===== src/pesm_pkg.sv =====
// constants and carrier types for the printer engine sensor monitor
// assumes one 20 MHz core clock; all sensor inputs already synchronous
//
// Function
// - cover switch off means cover open; notify main controller.
// - long magnet encounter interval marks a toner sample low, short marks full.
// - toner low established after two consecutive low samples.
// - toner low cancelled after two consecutive full samples.
// - alarm when toner sensor unchanged for two 2.727 s sensing cycles.
// - drum motor stopped: no sampling, no counting, no alarm timing.
// - stacker full sensor flags full and inhibits following pages.
// - decode four size switches into paper size on cassette insertion.
package pesm_pkg;

	localparam int unsigned CLK_HZ           = 20_000_000;
	localparam int unsigned SENSE_CYCLE_MS   = 2727;
	localparam int unsigned SENSE_CYCLE_CLKS = SENSE_CYCLE_MS * (CLK_HZ / 1000);
	localparam int unsigned ALARM_CYCLES     = 2;
	localparam int unsigned CONSEC_SAMPLES   = 2;
	// default encounter threshold, arbitrary: 0.5 s
	localparam int unsigned LOW_THRESH_CLKS  = CLK_HZ / 2;
	localparam int unsigned CNT_W            = 32;

	typedef enum logic [3:0]
	{
		PESM_SIZE_UNKNOWN,
		PESM_SIZE_LETTER,
		PESM_SIZE_EXECUTIVE,
		PESM_SIZE_A4,
		PESM_SIZE_LEGAL14,
		PESM_SIZE_LEGAL13,
		PESM_SIZE_B5,
		PESM_SIZE_A5,
		PESM_SIZE_A6
	} pesm_size_t;

	// switch codes, first switch in the msb
	localparam logic [3:0] SW_LETTER    = 4'h7;
	localparam logic [3:0] SW_EXECUTIVE = 4'h5;
	localparam logic [3:0] SW_A4        = 4'h3;
	localparam logic [3:0] SW_LEGAL14   = 4'he;
	localparam logic [3:0] SW_LEGAL13   = 4'hb;
	localparam logic [3:0] SW_B5        = 4'hd;
	localparam logic [3:0] SW_A5        = 4'hc;
	localparam logic [3:0] SW_A6        = 4'h9;

	typedef struct packed
	{
		pesm_size_t size;
		logic       valid;
		logic       unknown;
		logic       unsupported;
	} pesm_size_rpt_t;

	typedef struct packed
	{
		logic toner_low;
		logic toner_alarm;
		logic sample_pulse;
		logic sample_low;
	} pesm_toner_rpt_t;

endpackage


===== src/pesm_top.sv =====
// top of the printer engine sensor monitor
// assumes all inputs synchronous to core_clk; toner_sense high = magnets in encounter
`timescale 1ns/100ps
`default_nettype none
module pesm_top
	import pesm_pkg::*;
#(
	parameter int unsigned LOW_THRESH  = LOW_THRESH_CLKS,
	parameter int unsigned CYCLE_CLKS  = SENSE_CYCLE_CLKS
)
(
	input  wire logic            core_clk,
	input  wire logic            srst,
	input  wire logic            cover_switch_on,
	input  wire logic            toner_sense,
	input  wire logic            drum_motor_run,
	input  wire logic            stacker_full_sense,
	input  wire logic            page_start_req,
	input  wire logic            cassette_present,
	input  wire logic            size_tab_switch_first,
	input  wire logic            size_tab_switch_second,
	input  wire logic            size_tab_switch_third,
	input  wire logic            size_tab_switch_fourth,
	output logic                 cover_open_notify,
	output logic                 stacker_full,
	output logic                 page_start_grant,
	output pesm_toner_rpt_t      toner_rpt,
	output pesm_size_rpt_t       size_rpt
);

	////////////////////////////////////////////////////////////////////////
	// cover and stacker
	// raw full sense also blocks grants in the cycle before stacker_full rises

	always_ff @(posedge core_clk)
	begin
		if (srst)
			cover_open_notify <= 1'b0;
		else
			cover_open_notify <= ~cover_switch_on;
	end

	always_ff @(posedge core_clk)
	begin
		if (srst)
			stacker_full <= 1'b0;
		else
			stacker_full <= stacker_full_sense;
	end

	always_ff @(posedge core_clk)
	begin
		if (srst)
			page_start_grant <= 1'b0;
		else
			page_start_grant <= page_start_req && !stacker_full_sense && !stacker_full;
	end

	////////////////////////////////////////////////////////////////////////
	// toner encounter measurement

	logic             sense_d_r;
	logic [CNT_W-1:0] enc_cnt_r;
	logic             sample_ev;
	logic             sample_low;

	// a sample is one finished encounter: falling edge of toner_sense
	assign sample_ev  = drum_motor_run && sense_d_r && !toner_sense;
	assign sample_low = (enc_cnt_r >= CNT_W'(LOW_THRESH));

	always_ff @(posedge core_clk)
	begin
		if (srst)
			sense_d_r <= 1'b0;
		else if (drum_motor_run)
			sense_d_r <= toner_sense;
	end

	always_ff @(posedge core_clk)
	begin
		if (srst)
			enc_cnt_r <= '0;
		else if (!drum_motor_run)
			enc_cnt_r <= enc_cnt_r;
		else if (toner_sense && !sense_d_r)
			enc_cnt_r <= CNT_W'(1);
		// saturate: a stuck lever must read low, never wrap to full
		else if (toner_sense && enc_cnt_r != '1)
			enc_cnt_r <= enc_cnt_r + CNT_W'(1);
	end

	////////////////////////////////////////////////////////////////////////
	// toner low qualification

	logic [1:0] low_run_r;
	logic [1:0] full_run_r;
	logic       toner_low_r;
	logic       toner_alarm_r;
	logic       smp_pulse_r;
	logic       smp_low_r;

	always_ff @(posedge core_clk)
	begin
		if (srst)
		begin
			low_run_r  <= '0;
			full_run_r <= '0;
		end
		else if (sample_ev)
		begin
			if (sample_low)
			begin
				full_run_r <= '0;
				if (low_run_r != 2'(CONSEC_SAMPLES))
					low_run_r <= low_run_r + 2'h1;
			end
			else
			begin
				low_run_r <= '0;
				if (full_run_r != 2'(CONSEC_SAMPLES))
					full_run_r <= full_run_r + 2'h1;
			end
		end
	end

	always_ff @(posedge core_clk)
	begin
		if (srst)
			toner_low_r <= 1'b0;
		else if (sample_ev && sample_low && low_run_r == 2'(CONSEC_SAMPLES - 1))
			toner_low_r <= 1'b1;
		else if (sample_ev && !sample_low && full_run_r == 2'(CONSEC_SAMPLES - 1))
			toner_low_r <= 1'b0;
	end

	always_ff @(posedge core_clk)
	begin
		if (srst)
		begin
			smp_pulse_r <= 1'b0;
			smp_low_r   <= 1'b0;
		end
		else
		begin
			smp_pulse_r <= sample_ev;
			if (sample_ev)
				smp_low_r <= sample_low;
		end
	end

	////////////////////////////////////////////////////////////////////////
	// no-change alarm

	localparam int unsigned ALARM_CLKS = ALARM_CYCLES * CYCLE_CLKS;

	logic [CNT_W-1:0] idle_cnt_r;
	logic             sense_chg;

	assign sense_chg = (toner_sense != sense_d_r);

	always_ff @(posedge core_clk)
	begin
		if (srst)
			idle_cnt_r <= '0;
		else if (!drum_motor_run)
			idle_cnt_r <= idle_cnt_r;
		else if (sense_chg)
			idle_cnt_r <= '0;
		// stop at the limit so the alarm holds without wrapping
		else if (idle_cnt_r != CNT_W'(ALARM_CLKS))
			idle_cnt_r <= idle_cnt_r + CNT_W'(1);
	end

	always_ff @(posedge core_clk)
	begin
		if (srst)
			toner_alarm_r <= 1'b0;
		else if (drum_motor_run && sense_chg)
			toner_alarm_r <= 1'b0;
		else if (drum_motor_run && idle_cnt_r == CNT_W'(ALARM_CLKS - 1))
			toner_alarm_r <= 1'b1;
	end

	////////////////////////////////////////////////////////////////////////
	// report struct, one flop per field

	always_comb
	begin
		toner_rpt.toner_low    = toner_low_r;
		toner_rpt.toner_alarm  = toner_alarm_r;
		toner_rpt.sample_pulse = smp_pulse_r;
		toner_rpt.sample_low   = smp_low_r;
	end

	////////////////////////////////////////////////////////////////////////
	// cassette size

	logic cas_d_r;
	logic insert_pulse;

	always_ff @(posedge core_clk)
	begin
		if (srst)
			cas_d_r <= 1'b0;
		else
			cas_d_r <= cassette_present;
	end

	// cassette present out of reset counts as an insertion
	assign insert_pulse = cassette_present && !cas_d_r;

	pesm_size_decode u_size
	(
		.core_clk     (core_clk),
		.srst         (srst),
		.insert_pulse (insert_pulse),
		.sw_code      ({size_tab_switch_first, size_tab_switch_second,
		                size_tab_switch_third, size_tab_switch_fourth}),
		.rpt          (size_rpt)
	);

endmodule // pesm_top
`default_nettype wire


===== src/pesm_size_decode.sv =====
// paper size decoder, registered
// assumes switch levels are stable while insert_pulse is high
`timescale 1ns/100ps
`default_nettype none
module pesm_size_decode
	import pesm_pkg::*;
(
	input  wire logic           core_clk,
	input  wire logic           srst,
	input  wire logic           insert_pulse,
	input  wire logic [3:0]     sw_code,
	output var  pesm_size_rpt_t rpt
);

	pesm_size_t size_nxt;

	always_comb
	begin
		case (sw_code)
			SW_LETTER:    size_nxt = PESM_SIZE_LETTER;
			SW_EXECUTIVE: size_nxt = PESM_SIZE_EXECUTIVE;
			SW_A4:        size_nxt = PESM_SIZE_A4;
			SW_LEGAL14:   size_nxt = PESM_SIZE_LEGAL14;
			SW_LEGAL13:   size_nxt = PESM_SIZE_LEGAL13;
			SW_B5:        size_nxt = PESM_SIZE_B5;
			SW_A5:        size_nxt = PESM_SIZE_A5;
			SW_A6:        size_nxt = PESM_SIZE_A6;
			default:      size_nxt = PESM_SIZE_UNKNOWN;
		endcase
	end

	always_ff @(posedge core_clk)
	begin
		if (srst)
		begin
			rpt <= '{PESM_SIZE_UNKNOWN, 1'b0, 1'b0, 1'b0};
		end
		else if (insert_pulse)
		begin
			rpt.size        <= size_nxt;
			rpt.valid       <= (size_nxt != PESM_SIZE_UNKNOWN) && (size_nxt != PESM_SIZE_A6);
			rpt.unknown     <= (size_nxt == PESM_SIZE_UNKNOWN);
			rpt.unsupported <= (size_nxt == PESM_SIZE_A6);
		end
	end

endmodule // pesm_size_decode
`default_nettype wire


===== config.mk =====
export PLATFORM = sky130hd
export DESIGN_NAME = pesm_top
export DESIGN_NICKNAME = d
export VERILOG_FILES = /design/src/pesm_pkg.sv /design/src/pesm_top.sv /design/src/pesm_size_decode.sv
export SDC_FILE = /design/constraint.sdc
export NUM_CORES = 1
export LEC_CHECK = 0
export ABC_CLOCK_PERIOD_IN_PS = 5100
export BUFFER_PORTS_ARGS = -buffer_cell sky130_fd_sc_hd__buf_4
export CAP_MARGIN = 15
export CORE_ASPECT_RATIO = 0.9
export CORE_MARGIN = 2
export CORE_UTILIZATION = 33
export DETAILED_ROUTE_END_ITERATION = 8
export PLACE_DENSITY_LB_ADDON = 0.05
export SLEW_MARGIN = 20
export SYNTH_ARGS = -nofsm -noshare
export SYNTH_HDL_FRONTEND = slang
export SYNTH_SLANG_ARGS = --single-unit

===== constraint.sdc =====
create_clock -name core_clk -period 5.1 [get_ports core_clk]
set_clock_uncertainty 0.2 [all_clocks]
set_input_delay 0.255 -clock core_clk [delete_from_list [all_inputs] [get_ports core_clk]]
set_output_delay 0.255 -clock core_clk [all_outputs]
set_load 0.02 [all_outputs]

==> reports/metrics.sh <==
STATUS='finished, final reports clean'
GRT_MAX_DEGREE=32
POWER_DENSITY_nW_PER_UM2=317.3
PLACEDCELLCOUNT=659
SYNTH.LIB_CELLS_USED.DISTINCT=50
HOLD_PATH_CLASS='in2reg'
FINAL_UTIL_PCT=39.55
DESIGN_AREA_UM2=4795
ENDPOINT_KIND='register'
POWER.COMBINATIONAL.FRACTION_PCT=4.9
STANDBY_LEAKAGE_POWER_nW=1.749
RSZ0062_AT_GRT='false'
SYN-NUM-NETS=519
MULTI_INPUT_AREA_UM2=2256
YS.FLOP_TYPE='sky130_fd_sc_hd__dfxtp_1'
NETSWITCHINGPOWER_uW=325.4
LAYOUT_OVERHEAD_ON_THE_SYNTHESIZED_AREA_PCT=15.95
CLK_ROOT_BUFFER_CELL='sky130_fd_sc_hd__clkbuf_16'
NUMBER_OF_CLOCK_SINKS=84
FILL_CELLS=1239
DIE-HEIGHT_UM=110.2
FINAL_HOLD_VIOLATING_ENDPOINTS=0
INTPOWER_mW=1.196
ROUTED_WL_MM=9.569
MAX-CLOCK-PATH-BUFFERS=2
DPL_CELL_AREA_UM2=4393
ANTENNA_FOUND_INITIAL=0
TIGHTEST_SLEW_NS=0.8901
PERIOD_NEEDED_NS=2.571
IO_PINS=26
DRIVE_GT1_SHARE_PCT=9.231
GROUTE.USAGE.OVERALL_PCT=15.23
CTS_HTREE_LEVELS=3
GLOBAL_ROUTE.OVERFLOW_TOTAL=0
CTSRESIZECOUNT=0
FMAX_MHz=389.0
FINAL_MAX_SLEW_VIOL_COUNT=0
GLOBAL_ROUTE_WIRE_LENGTH_BEFORE_REPAIR_MM=15.86
DIE-AREA_UM2=13440
DETAIL_ROUTE_ANTENNA_NETS=0
CRITPATHMAXFANOUT=16
PLACE.GP.CONGESTION=0.7813
WORST-SETUP-PATH-TYPE='reg2reg'
SEQUENTIALPOWERSHARE_PCT=44.0
CAP_VIOL_MAX_COUNT=0
SYNTH-SEQ-CELLS=84
CLKSLEWWORSTSETUPHOLDPATHS_NS=0.06
INITIAL_UTILIZATION_PCT=34.11
CLOCK_INSERTION_DELAY_WORST_SKEW_NS=0.35
ANTENNA_CELLS=0
SYN_AREA_UM2=4135
TRITONCTS='done'
ROUTE.DETAILED.DRC=0
SWSHARE_PCT=21.39
SETUP_VIOL=0
FIRST_ITER_VIOLATIONS=212
WORST_PATH_CELL_WITH_THE_LONGEST_STAGE_DELAY='sky130_fd_sc_hd__or4_1'
STDCELL_COUNT=680
SYNTH-EDFF-COUNT=0
VIA_COUNT=3487
DRTPASS1ITERATIONS=4
SYNTH.YOSYS.WARNINGS=0
TIMING.FINAL.CRIT_SHARE_PCT=50.40
ORDERED_LIST_OF_CELLS_ON_THE_WORST_PATH='inv_1, ha_1, and2_1, or2_1, buf_4, or4_1, nand2_1'
CRIT_PATH_START_KIND='register'
FLOORPLAN.CORE_AREA_UM2=12120
POWER.IR.VDD_WORST_V=0.0001842
PATH_BUF_INV=2
POST-CTS-SETUP-BUFFER-COUNT=0
TNS_NS=0
SLOWEST_DELAY_NS=0.51
DATA_ARRIVAL_TIME_OF_THE_WORST_PATH_NS=2.66
PLACEMENT.IO_BUFFERS=25
CRITICAL_PATH.TOP_DELAY_FAMILY='simple AND/OR/NAND/NOR gates'
SYN-INSTANCE-COUNT=498
POST_SYNTH.CELL_AREA_AVG_UM2=8.304
CTS-BUFFERS-INSERTED=9
GRT_PASS1_VIAS=3179
SEQ_AREA_UM2=1682
WORSTPATHREQUIRED_NS=5.19
STD_CELL_ROWS=38
SHARE_CLK_OF_TOTAL_POWER_PCT=51.1
MAXSLEWHEADROOM_PCT=40.21
SYNTH_SEQ_AREA_SHARE_PCT=40.67
HOLD_BUFFERS=5
YS_ASYNC_SR_FRACTION_PCT=0
FINISH.NET_COUNT=536
DP_HPWL_MM=6.664
HORIZ_DIE_DIM_UM=122.0
TIMING.HOLD.WS_NS=0.04175
POST_DRT_WL_PER_CELL_UM=14.07
DRT-VIAS-PER-INSTANCE=5.128
[cell usage in the layout (no fill, tap or decap), types with 2 or more instances in the layout]
cell / instances
sky130_fd_sc_hd__a211oi_1: 2
sky130_fd_sc_hd__a21oi_1: 18
sky130_fd_sc_hd__a31oi_1: 7
sky130_fd_sc_hd__and2_1: 4
sky130_fd_sc_hd__and3_1: 17
sky130_fd_sc_hd__and4_1: 11
sky130_fd_sc_hd__buf_4: 26
sky130_fd_sc_hd__bufinv_16: 3
sky130_fd_sc_hd__clkbuf_16: 9
sky130_fd_sc_hd__clkbuf_8: 2
sky130_fd_sc_hd__dfxtp_1: 84
sky130_fd_sc_hd__dlygate4sd3_1: 5
sky130_fd_sc_hd__ha_1: 9
sky130_fd_sc_hd__inv_1: 16
sky130_fd_sc_hd__mux2_2: 2
sky130_fd_sc_hd__nand2_1: 43
sky130_fd_sc_hd__nand3_1: 20
sky130_fd_sc_hd__nand3b_1: 2
sky130_fd_sc_hd__nand4_1: 22
sky130_fd_sc_hd__nor2_1: 82
sky130_fd_sc_hd__nor2b_1: 3
sky130_fd_sc_hd__nor3_1: 14
sky130_fd_sc_hd__nor4_1: 8
sky130_fd_sc_hd__nor4b_1: 2
sky130_fd_sc_hd__o2111ai_1: 5
sky130_fd_sc_hd__o211ai_1: 9
sky130_fd_sc_hd__o21ai_0: 8
sky130_fd_sc_hd__o311a_1: 2
sky130_fd_sc_hd__or2_1: 2
sky130_fd_sc_hd__or3_1: 8
sky130_fd_sc_hd__or4_1: 5
sky130_fd_sc_hd__xnor2_1: 16
sky130_fd_sc_hd__xor2_1: 35
[registers in the layout, summed over array words and instances (netlist names)]
register / cells
cas_d_r: 1
cover_open_notify: 1
enc_cnt_r: 32
full_run_r: 2
idle_cnt_r: 32
low_run_r: 2
page_start_grant: 1
sense_d_r: 1
smp_low_r: 1
smp_pulse_r: 1
stacker_full: 1
toner_alarm_r: 1
toner_low_r: 1
u_size.rpt: 7
[cell usage after synthesis, types with 3 or more instances]
library cell / count / area share, %
sky130_fd_sc_hd__dfxtp_1: 84 / 41
sky130_fd_sc_hd__buf_4: 4 / 0.73
sky130_fd_sc_hd__xnor2_1: 16 / 3.4
sky130_fd_sc_hd__nand4_1: 22 / 3.3
sky130_fd_sc_hd__and2_1: 4 / 0.61
sky130_fd_sc_hd__and4_1: 11 / 2.3
sky130_fd_sc_hd__nor2b_1: 3 / 0.45
sky130_fd_sc_hd__o211ai_1: 9 / 1.6
sky130_fd_sc_hd__o2111ai_1: 5 / 1.1
sky130_fd_sc_hd__a31oi_1: 7 / 1.1
sky130_fd_sc_hd__nor2_1: 82 / 7.4
sky130_fd_sc_hd__and3_1: 17 / 2.6
sky130_fd_sc_hd__nor4_1: 8 / 1.2
sky130_fd_sc_hd__o21ai_0: 8 / 0.97
sky130_fd_sc_hd__clkbuf_1: 17 / 1.5
sky130_fd_sc_hd__nand2_1: 43 / 3.9
sky130_fd_sc_hd__a21oi_1: 18 / 2.2
sky130_fd_sc_hd__nor3_1: 14 / 1.7
sky130_fd_sc_hd__ha_1: 9 / 2.7
sky130_fd_sc_hd__or3_1: 8 / 1.2
sky130_fd_sc_hd__nand3_1: 20 / 2.4
sky130_fd_sc_hd__inv_1: 16 / 1.5
sky130_fd_sc_hd__xor2_1: 35 / 7.4
sky130_fd_sc_hd__or4_1: 5 / 0.91
[layout make-up]
class,instances,share of cell area [%]
clock buffer,12,5.350
clock inverter,4,1.983
inverter,16,1.253
multi-input combinational,373,47.05
sequential,84,35.07
tap,160,4.175
timing repair buffer,31,5.115
[cell families (layout without fill, tap and decap cells)]
logic type      after synthesis  count (layout)  share of synthesized area (%)
buf+inv                      41              63                          4.781
flops                        84              84                          40.67
simple gates                250             250                          30.62
mux                           2               2                         0.5446
compound gates               61              61                          9.864
xor+xnor                     51              51                          10.80
fa+ha+maj                     9               9                          2.723
[worst register-to-register path: stages (launching register included)]
cell and delay [ns]:
sky130_fd_sc_hd__dfxtp_1 0.32, sky130_fd_sc_hd__inv_1 0.06, sky130_fd_sc_hd__ha_1 0.31, sky130_fd_sc_hd__and2_1 0.29, sky130_fd_sc_hd__or2_1 0.44, sky130_fd_sc_hd__buf_4 0.30
sky130_fd_sc_hd__or4_1 0.52, sky130_fd_sc_hd__nand2_1 0.07
[metrics by stage]
step	power (mW)	worst slack, ns
after global placement	0.7553	2.523
after detailed placement	0.7566	2.486
after CTS	1.548	2.516
after floorplan	0.7317	3.027
final	1.521	2.529
after global routing	1.577	2.404
[power groups by stage]
| stage | clock (mW) | sequential [mW] | combinational, mW |
|---|---|---|---|
| finish | 0.777 | 0.669 | 0.0749 |
| CTS | 0.803 | 0.669 | 0.0760 |
| global placement | 0 | 0.684 | 0.0716 |
| detailed placement | 0 | 0.684 | 0.0728 |
| floorplan | 0 | 0.687 | 0.0443 |
| global route | 0.822 | 0.670 | 0.0841 |
[worst paths after layout]
check,slack (ns),depth (start not counted),end,start
worst min register to register,0.25,2,u_size.rpt[2],u_size.rpt[2]
worst min-delay path,0.04,3,u_size.rpt[0],size_tab_switch_fourth
worst max-delay path,2.53,7,enc_cnt_r[3],sense_d_r
worst max register to register,2.53,7,enc_cnt_r[3],sense_d_r
[routing by layer]
metal  global-route usage, %  part of all wire (%)  up-vias
met3                   4.835                   6.1       10
met2                   22.87                    42       83
met4                   5.665                   1.2        0
li1                        -                     -     1790
met5                       0                     0        -
met1                   20.48                    51     1604
(Power assumes the default switching activity.)
